<file path="config.mk">
export PLATFORM = sky130hd
export DESIGN_NAME = sio_device_flat
export DESIGN_NICKNAME = d
export VERILOG_FILES = /design/src/sio_pkg.sv /design/src/sio_link_if.sv /design/src/sio_sync.sv /design/src/sio_device.sv /design/src/flat_wrapper.sv
export VERILOG_INCLUDE_DIRS = /design/src
export SDC_FILE = /design/constraint.sdc
export NUM_CORES = 1
export LEC_CHECK = 0
export ABC_AREA = 1
export BUFFER_PORTS_ARGS = -buffer_cell sky130_fd_sc_hd__buf_2
export CELL_PAD_IN_SITES_DETAIL_PLACEMENT = 1
export CELL_PAD_IN_SITES_GLOBAL_PLACEMENT = 1
export CORE_MARGIN = 1
export CORE_UTILIZATION = 35
export DETAILED_ROUTE_END_ITERATION = 16
export PLACE_DENSITY_LB_ADDON = 0.2
export SLEW_MARGIN = 5
export SYNTH_ARGS = -nofsm -noshare
export SYNTH_HDL_FRONTEND = slang
export SYNTH_SLANG_ARGS = --single-unit
export TNS_END_PERCENT = 1
</file>
<file path="constraint.sdc">
create_clock -name aclk -period 4.3 [get_ports aclk]
set_input_delay 0.43 -clock aclk [delete_from_list [all_inputs] [get_ports aclk]]
set_output_delay 0.43 -clock aclk [all_outputs]
set_load 0.005 [all_outputs]
</file>
<file path="src/sio_consts.svh">
// offsets, fields, resets and timing
`ifndef SIO_CONSTS_SVH
`define SIO_CONSTS_SVH

// device byte addresses, low byte
`define SIO_ADDR_ALARM 7'h2E
`define SIO_ADDR_AUX 7'h30
`define SIO_ADDR_GPCFG 7'h32
`define SIO_ADDR_MISC 7'h34
`define SIO_ADDR_SMPL 7'h36
`define SIO_ADDR_DIAG 7'h3C
`define SIO_ADDR_GLOB 7'h3E

// reset values and write masks
`define SIO_MISC_RESET 16'h0006
`define SIO_SMPL_RESET 16'h0001
`define SIO_MISC_LO_MASK 8'hC7
`define SIO_MISC_HI_MASK 8'h0F

// field positions
`define SIO_MISC_DR_LINE 0
`define SIO_MISC_DR_POL 1
`define SIO_MISC_DR_EN 2
`define SIO_MISC_ALIGN 6
`define SIO_MISC_COMP 7
`define SIO_MISC_STIM_POS 8
`define SIO_MISC_STIM_NEG 9
`define SIO_MISC_SELFTEST 10
`define SIO_MISC_MEMTEST 11
`define SIO_GLOB_DAC_LATCH 2
`define SIO_DIAG_ST_ERR 5
`define SIO_DIAG_FLASH 6
`define SIO_GPCFG_LINE4_DIR 3

// data-ready pulse midway in its window
`define SIO_CLK_NS 50
`define SIO_DR_MIN_NS 100000
`define SIO_DR_MAX_NS 200000
`define SIO_DR_CYCLES ((`SIO_DR_MIN_NS + `SIO_DR_MAX_NS) / 2 / `SIO_CLK_NS)
`define SIO_HALF_CYCLES 8

// controller register offsets
`define SIO_CTL_CMD 8'h00
`define SIO_CTL_STATUS 8'h04
`define SIO_CTL_RDATA 8'h08
`define SIO_RESP_OKAY 2'b00
`define SIO_RESP_SLVERR 2'b10

`endif

</file>
<file path="src/sio_pkg.sv">
// state types of both link ends
package sio_pkg;

    typedef enum logic [1:0] {
        st_idle = 2'b01,
        st_run = 2'b10
    } sio_host_state_t;

    typedef struct packed {
        logic sclk_q;
        logic cs_q;
        logic line4_q;
        logic [4:0] bitcnt;
        logic [15:0] rx;
        logic [15:0] tx;
        logic [15:0] resp;
        logic miso;
        logic miso_oe;
        logic [15:0] gp_cfg;
        logic [15:0] misc;
        logic [15:0] alarm;
        logic [15:0] smpl;
        logic [15:0] aux;
        logic [15:0] diag;
        logic [11:0] dac;
        logic [11:0] dr_cnt;
        logic st_busy;
        logic mt_busy;
        logic st_start;
        logic mt_start;
        logic ext_mode;
        logic [3:0] gp_o;
        logic [3:0] gp_oe;
    } sio_dev_t;

    typedef struct packed {
        sio_host_state_t state;
        logic [5:0] hcnt;
        logic [7:0] div;
        logic frame;
        logic wr;
        logic [6:0] addr;
        logic [15:0] data;
        logic [15:0] tx;
        logic [15:0] rx;
        logic [15:0] rdata;
        logic done;
        logic sclk;
        logic cs_n;
        logic mosi;
        logic awready;
        logic wready;
        logic bvalid;
        logic [1:0] bresp;
        logic arready;
        logic rvalid;
        logic [31:0] rdata_bus;
    } sio_host_t;

endpackage

</file>
<file path="src/sio_link_if.sv">
// serial link between the two ends
`timescale 1ns/1ns
`default_nettype none

interface sio_link_if;
    logic sclk;
    logic cs_n;
    logic mosi;
    logic miso;
    logic miso_oe;
    logic miso_line;

    // released line idles high
    assign miso_line = miso_oe ? miso : 1'b1;

    modport dev (input sclk, input cs_n, input mosi, output miso, output miso_oe);
    modport host (output sclk, output cs_n, output mosi, input miso_line);
endinterface

`default_nettype wire

</file>
<file path="src/sio_sync.sv">
// two-flop synchroniser
`timescale 1ns/1ns
`default_nettype none

module sio_sync #(
    parameter int WIDTH = 1,
    parameter logic [WIDTH-1:0] RESET_VAL = '0
) (
    // clock and reset
    input wire logic aclk,
    input wire logic aresetn,
    // async in, synchronised out
    input wire logic [WIDTH-1:0] din,
    output logic [WIDTH-1:0] dout
);
    logic [WIDTH-1:0] meta;

    always_ff @(posedge aclk)
    begin
        if (!aresetn)
        begin
            meta <= RESET_VAL;
            dout <= RESET_VAL;
        end
        else
        begin
            meta <= din;
            dout <= meta;
        end
    end
endmodule // sio_sync

`default_nettype wire

</file>
<file path="src/sio_device.sv">
// sensor end: io lines, data ready, converter, self-test
// How it works
// - line owner: misc, then alarm, then gpio
// - gpio config bits 3:0 set direction
// - bits 11:8 drive outputs, read output level or input pin
// - line4 input and zero period: external clock
// - reset: data ready on line1, active high
// - misc 2:0 enable, polarity, line of ready
// - data ready pulse 100 to 200 us
// - misc bit11 starts memory test, self-clears
// - misc bit10 runs self-test, posts, self-clears
// - misc bits 9,8 hold negative/positive stimulus
// - misc bit7 enables gyro acceleration compensation
// - misc bit6 enables accelerometer origin alignment
// - aux converter holds 12-bit offset binary
// - latch command copies aux to converter
// - host writes upper byte word first
// - read word, contents on next transfer
// - host waits between stimulus changes, clears
// - per-axis self-test fails, overall bit 5
// - diagnostic flags clear on read
// - command bits return to zero when done
`timescale 1ns/1ns
`default_nettype none
`include "sio_consts.svh"

module sio_device #(
    parameter int DR_CYCLES = `SIO_DR_CYCLES
) (
    // clock and reset
    input wire logic aclk,
    input wire logic aresetn,
    // serial link
    sio_link_if.dev link,
    // general-purpose lines
    input wire logic [3:0] gp_line_i,
    output logic [3:0] gp_line_o,
    output logic [3:0] gp_line_oe,
    // sampling and alarm
    input wire logic sample_tick,
    input wire logic alarm_active,
    output logic ext_clock_mode,
    // self-test and memory test engines
    output logic self_test_start,
    input wire logic self_test_done,
    input wire logic [5:0] self_test_fail,
    output logic mem_test_start,
    input wire logic mem_test_done,
    input wire logic mem_test_fail,
    output logic stim_neg,
    output logic stim_pos,
    // sensor compensation and converter
    output logic gyro_accel_comp_en,
    output logic accel_align_en,
    output logic [11:0] dac_value
);
    import sio_pkg::*;

    sio_dev_t s;
    sio_dev_t next_s;
    logic [6:0] sy;

    ////////////////////////////////////////////////////////////////////////////////
    // pins cross into aclk; sclk, cs reset to idle
    sio_sync #(
        .WIDTH(7),
        .RESET_VAL(7'h03)
    ) u_sync (
        .aclk(aclk),
        .aresetn(aresetn),
        .din({gp_line_i, link.mosi, link.cs_n, link.sclk}),
        .dout(sy)
    );

    ////////////////////////////////////////////////////////////////////////////////
    always_comb
    begin
        logic rise;
        logic fall;
        logic cs_fall;
        logic cs_rise;
        logic [7:0] d;
        logic [6:0] wa;
        logic [3:0] pin;
        logic [3:0] rd_lvl;
        logic [3:0] owned;
        logic dr_lvl;
        logic al_lvl;
        logic smp;
        rise = sy[0] && !s.sclk_q;
        fall = !sy[0] && s.sclk_q;
        cs_fall = !sy[1] && s.cs_q;
        cs_rise = sy[1] && !s.cs_q;
        d = s.rx[7:0];
        wa = {s.rx[14:9], 1'b0};
        pin = sy[6:3];
        owned = '0;
        rd_lvl = '0;
        dr_lvl = 1'b0;
        al_lvl = 1'b0;
        smp = 1'b0;
        next_s = s;
        next_s.sclk_q = sy[0];
        next_s.cs_q = sy[1];
        next_s.line4_q = sy[6];
        next_s.st_start = 1'b0;
        next_s.mt_start = 1'b0;

        // serial shift
        if (cs_fall)
        begin
            next_s.tx = s.resp;
            next_s.miso = s.resp[15];
            next_s.bitcnt = '0;
        end
        else if (!sy[1] && rise)
        begin
            next_s.rx = {s.rx[14:0], sy[2]};
            next_s.bitcnt = s.bitcnt + 5'd1;
        end
        else if (!sy[1] && fall && s.bitcnt != 5'd0)
        begin
            next_s.tx = {s.tx[14:0], 1'b0};
            next_s.miso = s.tx[14];
        end
        next_s.miso_oe = !sy[1];

        // read level; lines set as output report bits 11:8, others pin
        for (int i = 0; i < 4; i++)
        begin
            rd_lvl[i] = (s.gp_cfg[i] && !s.gp_oe[i]) ? pin[i] : (s.gp_cfg[i] ? s.gp_cfg[8+i] : pin[i]);
        end

        // decode full frames
        if (cs_rise && s.bitcnt == 5'd16)
        begin
            if (s.rx[15])
            begin
                unique case (wa)
                    `SIO_ADDR_AUX:
                    begin
                        if (s.rx[8])
                            next_s.aux[15:8] = {4'h0, d[3:0]};
                        else
                            next_s.aux[7:0] = d;
                    end
                    `SIO_ADDR_GPCFG:
                    begin
                        if (s.rx[8])
                            next_s.gp_cfg[15:8] = {4'h0, d[3:0]};
                        else
                            next_s.gp_cfg[7:0] = {4'h0, d[3:0]};
                    end
                    `SIO_ADDR_MISC:
                    begin
                        if (s.rx[8])
                        begin
                            next_s.misc[15:8] = d & `SIO_MISC_HI_MASK;
                            if (d[3] && !s.mt_busy)
                            begin
                                next_s.mt_start = 1'b1;
                                next_s.mt_busy = 1'b1;
                            end
                            if (d[2] && !s.st_busy)
                            begin
                                next_s.st_start = 1'b1;
                                next_s.st_busy = 1'b1;
                            end
                        end
                        else
                            next_s.misc[7:0] = d & `SIO_MISC_LO_MASK;
                    end
                    `SIO_ADDR_SMPL:
                    begin
                        if (!s.rx[8])
                            next_s.smpl[7:0] = d;
                    end
                    `SIO_ADDR_ALARM:
                    begin
                        if (s.rx[8])
                            next_s.alarm[15:8] = d;
                        else
                            next_s.alarm[7:0] = d;
                    end
                    `SIO_ADDR_GLOB:
                    begin
                        if (!s.rx[8] && d[`SIO_GLOB_DAC_LATCH])
                            next_s.dac = s.aux[11:0];
                    end
                    default:
                    begin
                    end
                endcase
            end
            else
            begin
                unique case (wa)
                    `SIO_ADDR_AUX: next_s.resp = s.aux;
                    `SIO_ADDR_GPCFG: next_s.resp = {4'h0, rd_lvl, 4'h0, s.gp_cfg[3:0]};
                    `SIO_ADDR_MISC: next_s.resp = s.misc;
                    `SIO_ADDR_SMPL: next_s.resp = s.smpl;
                    `SIO_ADDR_ALARM: next_s.resp = s.alarm;
                    `SIO_ADDR_DIAG:
                    begin
                        next_s.resp = s.diag;
                        next_s.diag = '0;
                    end
                    default: next_s.resp = 16'h0000;
                endcase
            end
        end

        // set wins over read clear
        if (s.st_busy && self_test_done)
        begin
            next_s.st_busy = 1'b0;
            next_s.misc[`SIO_MISC_SELFTEST] = 1'b0;
            next_s.diag[15:10] = next_s.diag[15:10] | self_test_fail;
            next_s.diag[`SIO_DIAG_ST_ERR] = next_s.diag[`SIO_DIAG_ST_ERR] | (|self_test_fail);
        end
        if (s.mt_busy && mem_test_done)
        begin
            next_s.mt_busy = 1'b0;
            next_s.misc[`SIO_MISC_MEMTEST] = 1'b0;
            next_s.diag[`SIO_DIAG_FLASH] = next_s.diag[`SIO_DIAG_FLASH] | mem_test_fail;
        end

        // sample pacing, data ready
        next_s.ext_mode = !s.gp_cfg[`SIO_GPCFG_LINE4_DIR] && s.smpl[6:0] == 7'h00;
        smp = s.ext_mode ? (sy[6] && !s.line4_q) : sample_tick;
        if (smp)
            next_s.dr_cnt = 12'(DR_CYCLES);
        else if (s.dr_cnt != 12'h000)
            next_s.dr_cnt = s.dr_cnt - 12'h001;
        dr_lvl = (s.dr_cnt != 12'h000) == s.misc[`SIO_MISC_DR_POL];
        al_lvl = alarm_active == s.alarm[1];

        // line ownership by priority
        for (int i = 0; i < 4; i++)
        begin
            if (s.misc[`SIO_MISC_DR_EN] && i == int'(s.misc[`SIO_MISC_DR_LINE]))
            begin
                owned[i] = 1'b1;
                next_s.gp_oe[i] = 1'b1;
                next_s.gp_o[i] = dr_lvl;
            end
            else if (s.alarm[2] && i == int'(s.alarm[0]))
            begin
                owned[i] = 1'b1;
                next_s.gp_oe[i] = 1'b1;
                next_s.gp_o[i] = al_lvl;
            end
            else
            begin
                next_s.gp_oe[i] = s.gp_cfg[i];
                next_s.gp_o[i] = s.gp_cfg[8+i];
            end
            if (owned[i])
                next_s.gp_oe[i] = 1'b1;
        end
    end

    ////////////////////////////////////////////////////////////////////////////////
    always_ff @(posedge aclk)
    begin
        if (!aresetn)
        begin
            s <= '0;
            s.sclk_q <= 1'b1;
            s.cs_q <= 1'b1;
            s.misc <= `SIO_MISC_RESET;
            s.smpl <= `SIO_SMPL_RESET;
        end
        else
            s <= next_s;
    end

    assign link.miso = s.miso;
    assign link.miso_oe = s.miso_oe;
    assign gp_line_o = s.gp_o;
    assign gp_line_oe = s.gp_oe;
    assign ext_clock_mode = s.ext_mode;
    assign self_test_start = s.st_start;
    assign mem_test_start = s.mt_start;
    assign stim_neg = s.misc[`SIO_MISC_STIM_NEG];
    assign stim_pos = s.misc[`SIO_MISC_STIM_POS];
    assign gyro_accel_comp_en = s.misc[`SIO_MISC_COMP];
    assign accel_align_en = s.misc[`SIO_MISC_ALIGN];
    assign dac_value = s.dac;
endmodule // sio_device

`default_nettype wire

</file>
<file path="src/flat_wrapper.sv">
// flat-port wrapper written by rule: the top's interface ports become plain ports
module sio_device_flat import sio_pkg::*;
#(
    parameter int DR_CYCLES = `SIO_DR_CYCLES
)
  (aclk, aresetn, gp_line_i, gp_line_o, gp_line_oe, sample_tick, alarm_active, ext_clock_mode, self_test_start, self_test_done, self_test_fail, mem_test_start, mem_test_done, mem_test_fail, stim_neg, stim_pos, gyro_accel_comp_en, accel_align_en, dac_value, link_sclk, link_cs_n, link_mosi, link_miso, link_miso_oe);
  sio_link_if link_i ();
  input wire logic aclk;
  input wire logic aresetn;
  input wire logic [3:0] gp_line_i;
  output logic [3:0] gp_line_o;
  output logic [3:0] gp_line_oe;
  input wire logic sample_tick;
  input wire logic alarm_active;
  output logic ext_clock_mode;
  output logic self_test_start;
  input wire logic self_test_done;
  input wire logic [5:0] self_test_fail;
  output logic mem_test_start;
  input wire logic mem_test_done;
  input wire logic mem_test_fail;
  output logic stim_neg;
  output logic stim_pos;
  output logic gyro_accel_comp_en;
  output logic accel_align_en;
  output logic [11:0] dac_value;
  input wire logic [$bits(link_i.sclk)-1:0] link_sclk;
  input wire logic [$bits(link_i.cs_n)-1:0] link_cs_n;
  input wire logic [$bits(link_i.mosi)-1:0] link_mosi;
  output wire logic [$bits(link_i.miso)-1:0] link_miso;
  output wire logic [$bits(link_i.miso_oe)-1:0] link_miso_oe;
  assign link_i.sclk = link_sclk;
  assign link_i.cs_n = link_cs_n;
  assign link_i.mosi = link_mosi;
  assign link_miso = link_i.miso;
  assign link_miso_oe = link_i.miso_oe;
  sio_device #(.DR_CYCLES(DR_CYCLES)) u_core (.aclk(aclk), .aresetn(aresetn), .link(link_i), .gp_line_i(gp_line_i), .gp_line_o(gp_line_o), .gp_line_oe(gp_line_oe), .sample_tick(sample_tick), .alarm_active(alarm_active), .ext_clock_mode(ext_clock_mode), .self_test_start(self_test_start), .self_test_done(self_test_done), .self_test_fail(self_test_fail), .mem_test_start(mem_test_start), .mem_test_done(mem_test_done), .mem_test_fail(mem_test_fail), .stim_neg(stim_neg), .stim_pos(stim_pos), .gyro_accel_comp_en(gyro_accel_comp_en), .accel_align_en(accel_align_en), .dac_value(dac_value));
endmodule
</file>
**Yosys cells after proc, flatten, opt, wreduce, memory -nomap -nowiden**

Index checks and enable logic that the tools add are counted.
W data, S select, Z words.

- Reduce and logical (&&, ||, !) cells: 62
- Bitwise gates (word level): 9
- Eq/ne operators: 11
- Mux-type cells: 43
- $add $sub $neg: 2

Operators with widths:

| kind | number |
|---|---|
| $pmux W16 S6 | 1 |
| $mux W12 | 5 |
| $mux W15 | 3 |
| $eq A6 B5 Y1 const B | 7 |
| $reduce_and A4 Y1 | 10 |
| $mux W16 | 2 |
| $mux W1 | 30 |
| $mux W28 | 1 |
| $logic_and A1 B1 Y1 | 23 |
| $reduce_and A5 Y1 | 3 |
| $logic_not A1 Y1 | 13 |
| $reduce_bool A12 Y1 | 1 |
| $sub A12 B1 Y12 const B | 1 |
| $reduce_or A2 Y1 | 4 |
| $logic_not A7 Y1 | 1 |
| $mux W6 | 1 |
| $not A1 Y1 | 6 |
| $or A6 B6 Y6 | 1 |
| $reduce_and A2 Y1 | 3 |
| $reduce_or A6 Y1 | 1 |
| $add A5 B1 Y5 const B | 1 |
| $eq A5 B5 Y1 const B | 1 |
| $reduce_bool A5 Y1 | 1 |
| $reduce_bool A2 Y1 | 2 |
| other kinds (3) | 5 |

- Register bits: 169
- Output and inout bits: 29

**Longest topological paths before layout**

- Word-level depth: 8
- Gate-level depth with buffers: 10
- Gate-level depth less buffers: 10

**Cells and area by module**

A second synthesis with hierarchy kept.

- Cell total of the unflattened synthesis: 981
- Area total of the unflattened synthesis: 7158.1 um^2

By module, submodules not included:

| module | area each (um^2) | times used | cells each | seq. area each (um^2) |
|---|---|---|---|---|
| sio_device | 6761.5 | 1 | 938 | 3103.0 |
| sio_sync | 396.6 | 1 | 43 | 280.3 |

**Worst setup path after synthesis**

No wires, ideal clock.

- Path kind: register to register
- Start: reg u_core.s[183] in the netlist's numbering
- End: reg u_core.s[53] in the netlist's numbering
- Cell stages (with the launch flop): 10
- Data arrival time: 1410 ps
- Required time: 4168 ps
- Slack: 2757 ps
- Library setup time: 132 ps
- Cells stage by stage: dfxtp_1 inv_1 ha_1 nand3_1 nor2_4 nand2_4 nor3_4 inv_2 nand2_1 a21oi_1

- Longest elaborated chain between the ends: 3

Ends and longest elaborated chain:

| item | RTL line | text |
|---|---|---|
| start, declared | sio_device.sv:59 | `sio_dev_t s;` |
| start signal, assigned | sio_device.sv:275 | `s <= next_s;` |
| $eq A5 B5 Y1 | sio_device.sv:135 | `if (cs_rise && s.bitcnt == 5'd16)` |
| $logic_and A1 B1 Y1 | sio_device.sv:135 |  |
| $reduce_and A4 Y1 (no source line) | -- |  |

No other way between the ends.
A chain may end at the register's enable or synchronous reset.

**Final worst setup path**

- Start: reg u_core.s[189] in the netlist's numbering
- End: reg u_core.s[51] in the netlist's numbering

- Longest elaborated chain between the ends: 6

Ends and longest elaborated chain:

| item | RTL line | text |
|---|---|---|
| $logic_not A1 Y1 * | sio_device.sv:93 | `cs_rise = sy[1] && !s.cs_q;` |
| $logic_and A1 B1 Y1 * | sio_device.sv:93 |  |
| $logic_and A1 B1 Y1 * | sio_device.sv:135 |  |
| $mux W28 * | sio_device.sv:135 |  |
| $or A6 B6 Y6 | sio_device.sv:218 | `next_s.diag[15:10] = next_s.diag[15:10] \| self_test_fail;` |
| $mux W6 * | sio_device.sv:214 | `if (s.st_busy && self_test_done)` |

Every way passes the cells marked *; elsewhere a longest branch is shown, timed or not.

==> results.md <==
- The run finished with clean final reports.
- Buffers inserted to repair hold after CTS numbered 0.
- 0 antenna diodes ended up in the layout.
- For this run, design rule violations remaining after detail routing come to 0.
- Synthesis produced a netlist with a net count of a little over 1,000.
- Routability-driven placement finished with a final weighted congestion of between 0.8 and 0.9.
- The combined global-route utilization of all metal layers is between 20% and 30%.
- The placement row count is 52.
- Timing would allow up to approximately 390 MHz.
- The maximum buffer depth of the clock tree is 2.
- Synthesis handed over a netlist of between 900 and 1,000 instances.
- The max-slew violation count was 0.
- Setup repair after global routing left no endpoint under its margin.
- The area growth from synthesis to layout is 11.5%.
- Data arrives at the worst endpoint at 2.86 ns.
- The cell sitting at the root of the clock tree is a clkbuf_16.
- The average cell area after synthesis is roughly 7.3 sq um.
- By area the synthesized netlist is led by dfxtp_1 (47%), nand2_1 (14%), a21oi_1 (8.4%).
- Fill cells in the final layout number around 2,600.
- Summing the sequential cell areas from Yosys gives 46.7% of the chip area.
- The power per unit of standard cell area is approximately 400 mW/mm^2.
- The number of endpoints with negative hold slack in the final report is 0.
- The number of placed I/O pins is between 40 and 50.
- The number of nets still failing antenna checks after routing is 0.
- The iteration count of the initial detailed-routing pass is 5.
- The die covers approximately 0.021 sq mm.
- The worst setup path is captured at a flop.
- From bottom edge to top edge, the die measures 146 um.
- The initial utilization of the core area, before any placement, comes to a little over a third.
- The pin count of the biggest net entering global routing is 93.
- The number of nets in the layout is about 1,000.
- The cell depth of the worst flop-to-flop path is 9.
- The area after detailed placement is approximately 0.0075 sq mm.
- At the pin with the least slew margin, the transition time is roughly 1.0 ns.
- Using the TritonRoute via totals, the vias-per-cell ratio works out to 5.06.
- Summed over all failing endpoints, the final setup total negative slack is 0 ns.
- The clock network burns between 40% and 50% of the power.
- Internal power comes to approximately 2.5 mW.
- The clock tree synthesis step divided the H-tree into 4 levels.
- Combinational cells account for under 10% of the total power.
- The routed layout has approximately 6,500 vias.
- The switching power share of the total is between 20% and 30%.
- The type of the worst setup path is reg2reg.
- Per report_power, the sequential group accounts for between 40% and 50% of the total.
- The total leakage power is ~3.3 nW.
- The critical path required time is roughly 4.6 ns.
- The type of the worst min-delay path is in2reg.
- In this run, CTS created clock tree buffers numbering 17.
- The critical path startpoint category is a flop.
- The first-pass GRT wire length is approximately 34,000 um.
- The most common cell after layout, fill and taps aside is nand2_1.
- After global routing the overflow that remains totals 0.
- Yosys mapped the design onto 34 distinct sky130hd cell types.
- The cell type contributing the most total cell area after synthesis is dfxtp_1.
- The worst hold path was traced through 3 stages.
- TritonCTS built the clock tree.
- In this run the horizontal extent of the chip is roughly 150 um.
- The worst-case IR drop observed on VDD is between 0.0002 and 0.00025 V.
- With fillers left out, the area of the finished cells amounts to a little over 0.008 sq mm.
- The routed wire length is 21,200 um.
- Once detailed placement completed, the half-perimeter wirelength came to 14,500 um.
- The tool flagged a number of max-cap violations equal to 0.
- The end-of-flow core utilization is 39.8%.
- The area of the core is between 0.02 and 0.025 sq mm.
- In this run, synthesis produced a sequential element count of around 170.
- The setup clock skew after layout is 0.0103 ns.
- The routed wire length per instance is 16.5 um.
- In this run the cell area of the synthesized design comes to ~0.0073 sq mm.
- The number of I/O port buffers is 48.
- After the first detailed-routing iteration, the DRC count stood at around 440.
- Setup violations remaining at the end of the flow were counted as 0.
- Of the cells placed in the final design, the portion with a size suffix greater than 1 is between 10% and 20%.
- Summed over its instances, the top area cell type makes up a little under half of the synthesized netlist area.
- For this design, the sink count on the clock tree is 169.
- Yosys printed 0 warnings.
- In this run the power spent charging and discharging nets is 765 uW.
- Dividing the final minimum period by the clock period gives roughly 60%.
- The top fanout value on the critical path is 23.
- Clock-pin slew was measured on the worst setup and hold paths at ~0.07 ns.
- Subtracting the final worst setup slack from the clock period gives about 2.6 ns.
- At the later pin of the worst-skew pair, clock insertion delay measures 0.43 ns.
- The number of global-route vias before repair is between 6,000 and 7,000.
- The library cells used most frequently in the layout, excluding fill and tap cells, are nand2_1 (278), dfxtp_1 (169), a21oi_1 (122), nand3_1 (110), inv_1 (70).
- The number of buffers inserted by post-CTS setup repair is 0.
- In this run the tightest slew margin relative to its limit is 30.7%.
- The number of instances resized during post-cts repair is 0.
- The number of antenna violations at the first check in global routing is 0.
- Total power for the finished layout comes to 3.24 mW.
## cell families after synthesis
family                     synth area share (%)
and+or+nand+nor                            30.6
AOI/OAI and AO/OA                          12.8
DFF                                        46.7
buffers and inverters                      8.96
adders and majority gates                 0.690
xor gates and xnor gates                  0.362
## synthesized netlist by cell type
cell	instances
nand2_4	2
clkinv_1	3
o21ai_0	45
nand4_1	24
a21oi_1	122
and3_1	1
nor3_2	1
and3b_1	1
inv_2	3
xor2_1	1
inv_1	71
a211oi_1	1
ha_1	4
o21bai_1	7
buf_1	3
nand3_1	110
nand3b_1	2
nor2_2	7
nor2_4	4
nand2_1	278
buf_2	8
nor4_1	2
nor2_1	37
o211ai_1	3
or2_2	5
buf_4	24
nor3_4	1
nand3_4	1
clkinv_2	1
a31oi_1	1
dfxtp_1	169
clkbuf_1	33
xnor2_1	2
nor3_1	21
## metal layers
layer	routed length [um]	up-vias	GRT usage [%]
li1	-	3279	-
met4	381	0	7.16
met3	801	24	4.01
met1	10200	3097	27.9
met2	9860	101	32.6
met5	0	-	0
## flip-flops by register name (all words and copies together), names as in the netlist
name	count
u_core.stim_pos	1
u_core.u_sync.meta	7
u_core.gyro_accel_comp_en	1
u_core.ext_clock_mode	1
u_core.gp_line_o	4
u_core.s	122
u_core.gp_line_oe	4
u_core.u_sync.dout	7
u_core.dac_value	12
u_core.mem_test_start	1
u_core.stim_neg	1
u_core.link.miso	1
u_core.next_s	4
u_core.link.miso_oe	1
u_core.self_test_start	1
u_core.accel_align_en	1
## cell type report
class / count / area, sq um / area share, %
Timing Repair Buffer: 52 / 270 / 3.34
Clock buffer: 21 / 470 / 5.82
Multi-Input combinational cell: 683 / 3220 / 39.8
Clock inverter: 11 / 111 / 1.38
Tap cell: 270 / 338 / 4.18
Sequential cell: 169 / 3380 / 41.8
Inverter: 78 / 295 / 3.65
## worst max-delay path: stages, from the launching register on
cell and delay, ns:
dfxtp_1 0.30, inv_1 0.30, nand3_1 0.19, nor2_4 0.51, nand2_1 0.11, buf_4 0.24
inv_1 0.25, nand3_1 0.30, nand2_1 0.15, a21oi_1 0.06
## power groups by stage
stage	logic, mW	clock network [mW]	registers (mW)
finish	0.117	1.52	1.59
detailed placement	0.117	0	1.63
global placement	0.115	0	1.63
floorplan	0.0834	0	1.63
CTS	0.119	1.56	1.59
global route	0.133	1.62	1.60
## metrics by stage
stage / std cells / setup WS (ns) / hold WS, ns
finish: 1284 / 1.72 / 0.175
global route: 1284 / 1.38 / 0.184
CTS: 1284 / 1.72 / 0.163
detailed placement: 1252 / 1.72 / 0.407
global placement: 1252 / 1.83 / 0.397
floorplan: 998 / 2.76 / 0.390
## worst paths after layout
check	from	to	slack [ns]
worst max-delay path	u_core.s[189]$_SDFF_PN1_	u_core.s[51]$_SDFF_PN0_	1.72
worst min-delay path	gp_line_i[2]	u_core.u_sync.meta[5]$_SDFF_PN0_	0.17
worst max register to register	u_core.s[189]$_SDFF_PN1_	u_core.s[51]$_SDFF_PN0_	1.72
worst min register to register	u_core.u_sync.meta[0]$_SDFF_PN1_	u_core.u_sync.dout[0]$_SDFF_PN1_	0.42
(Power assumes the default switching activity.)
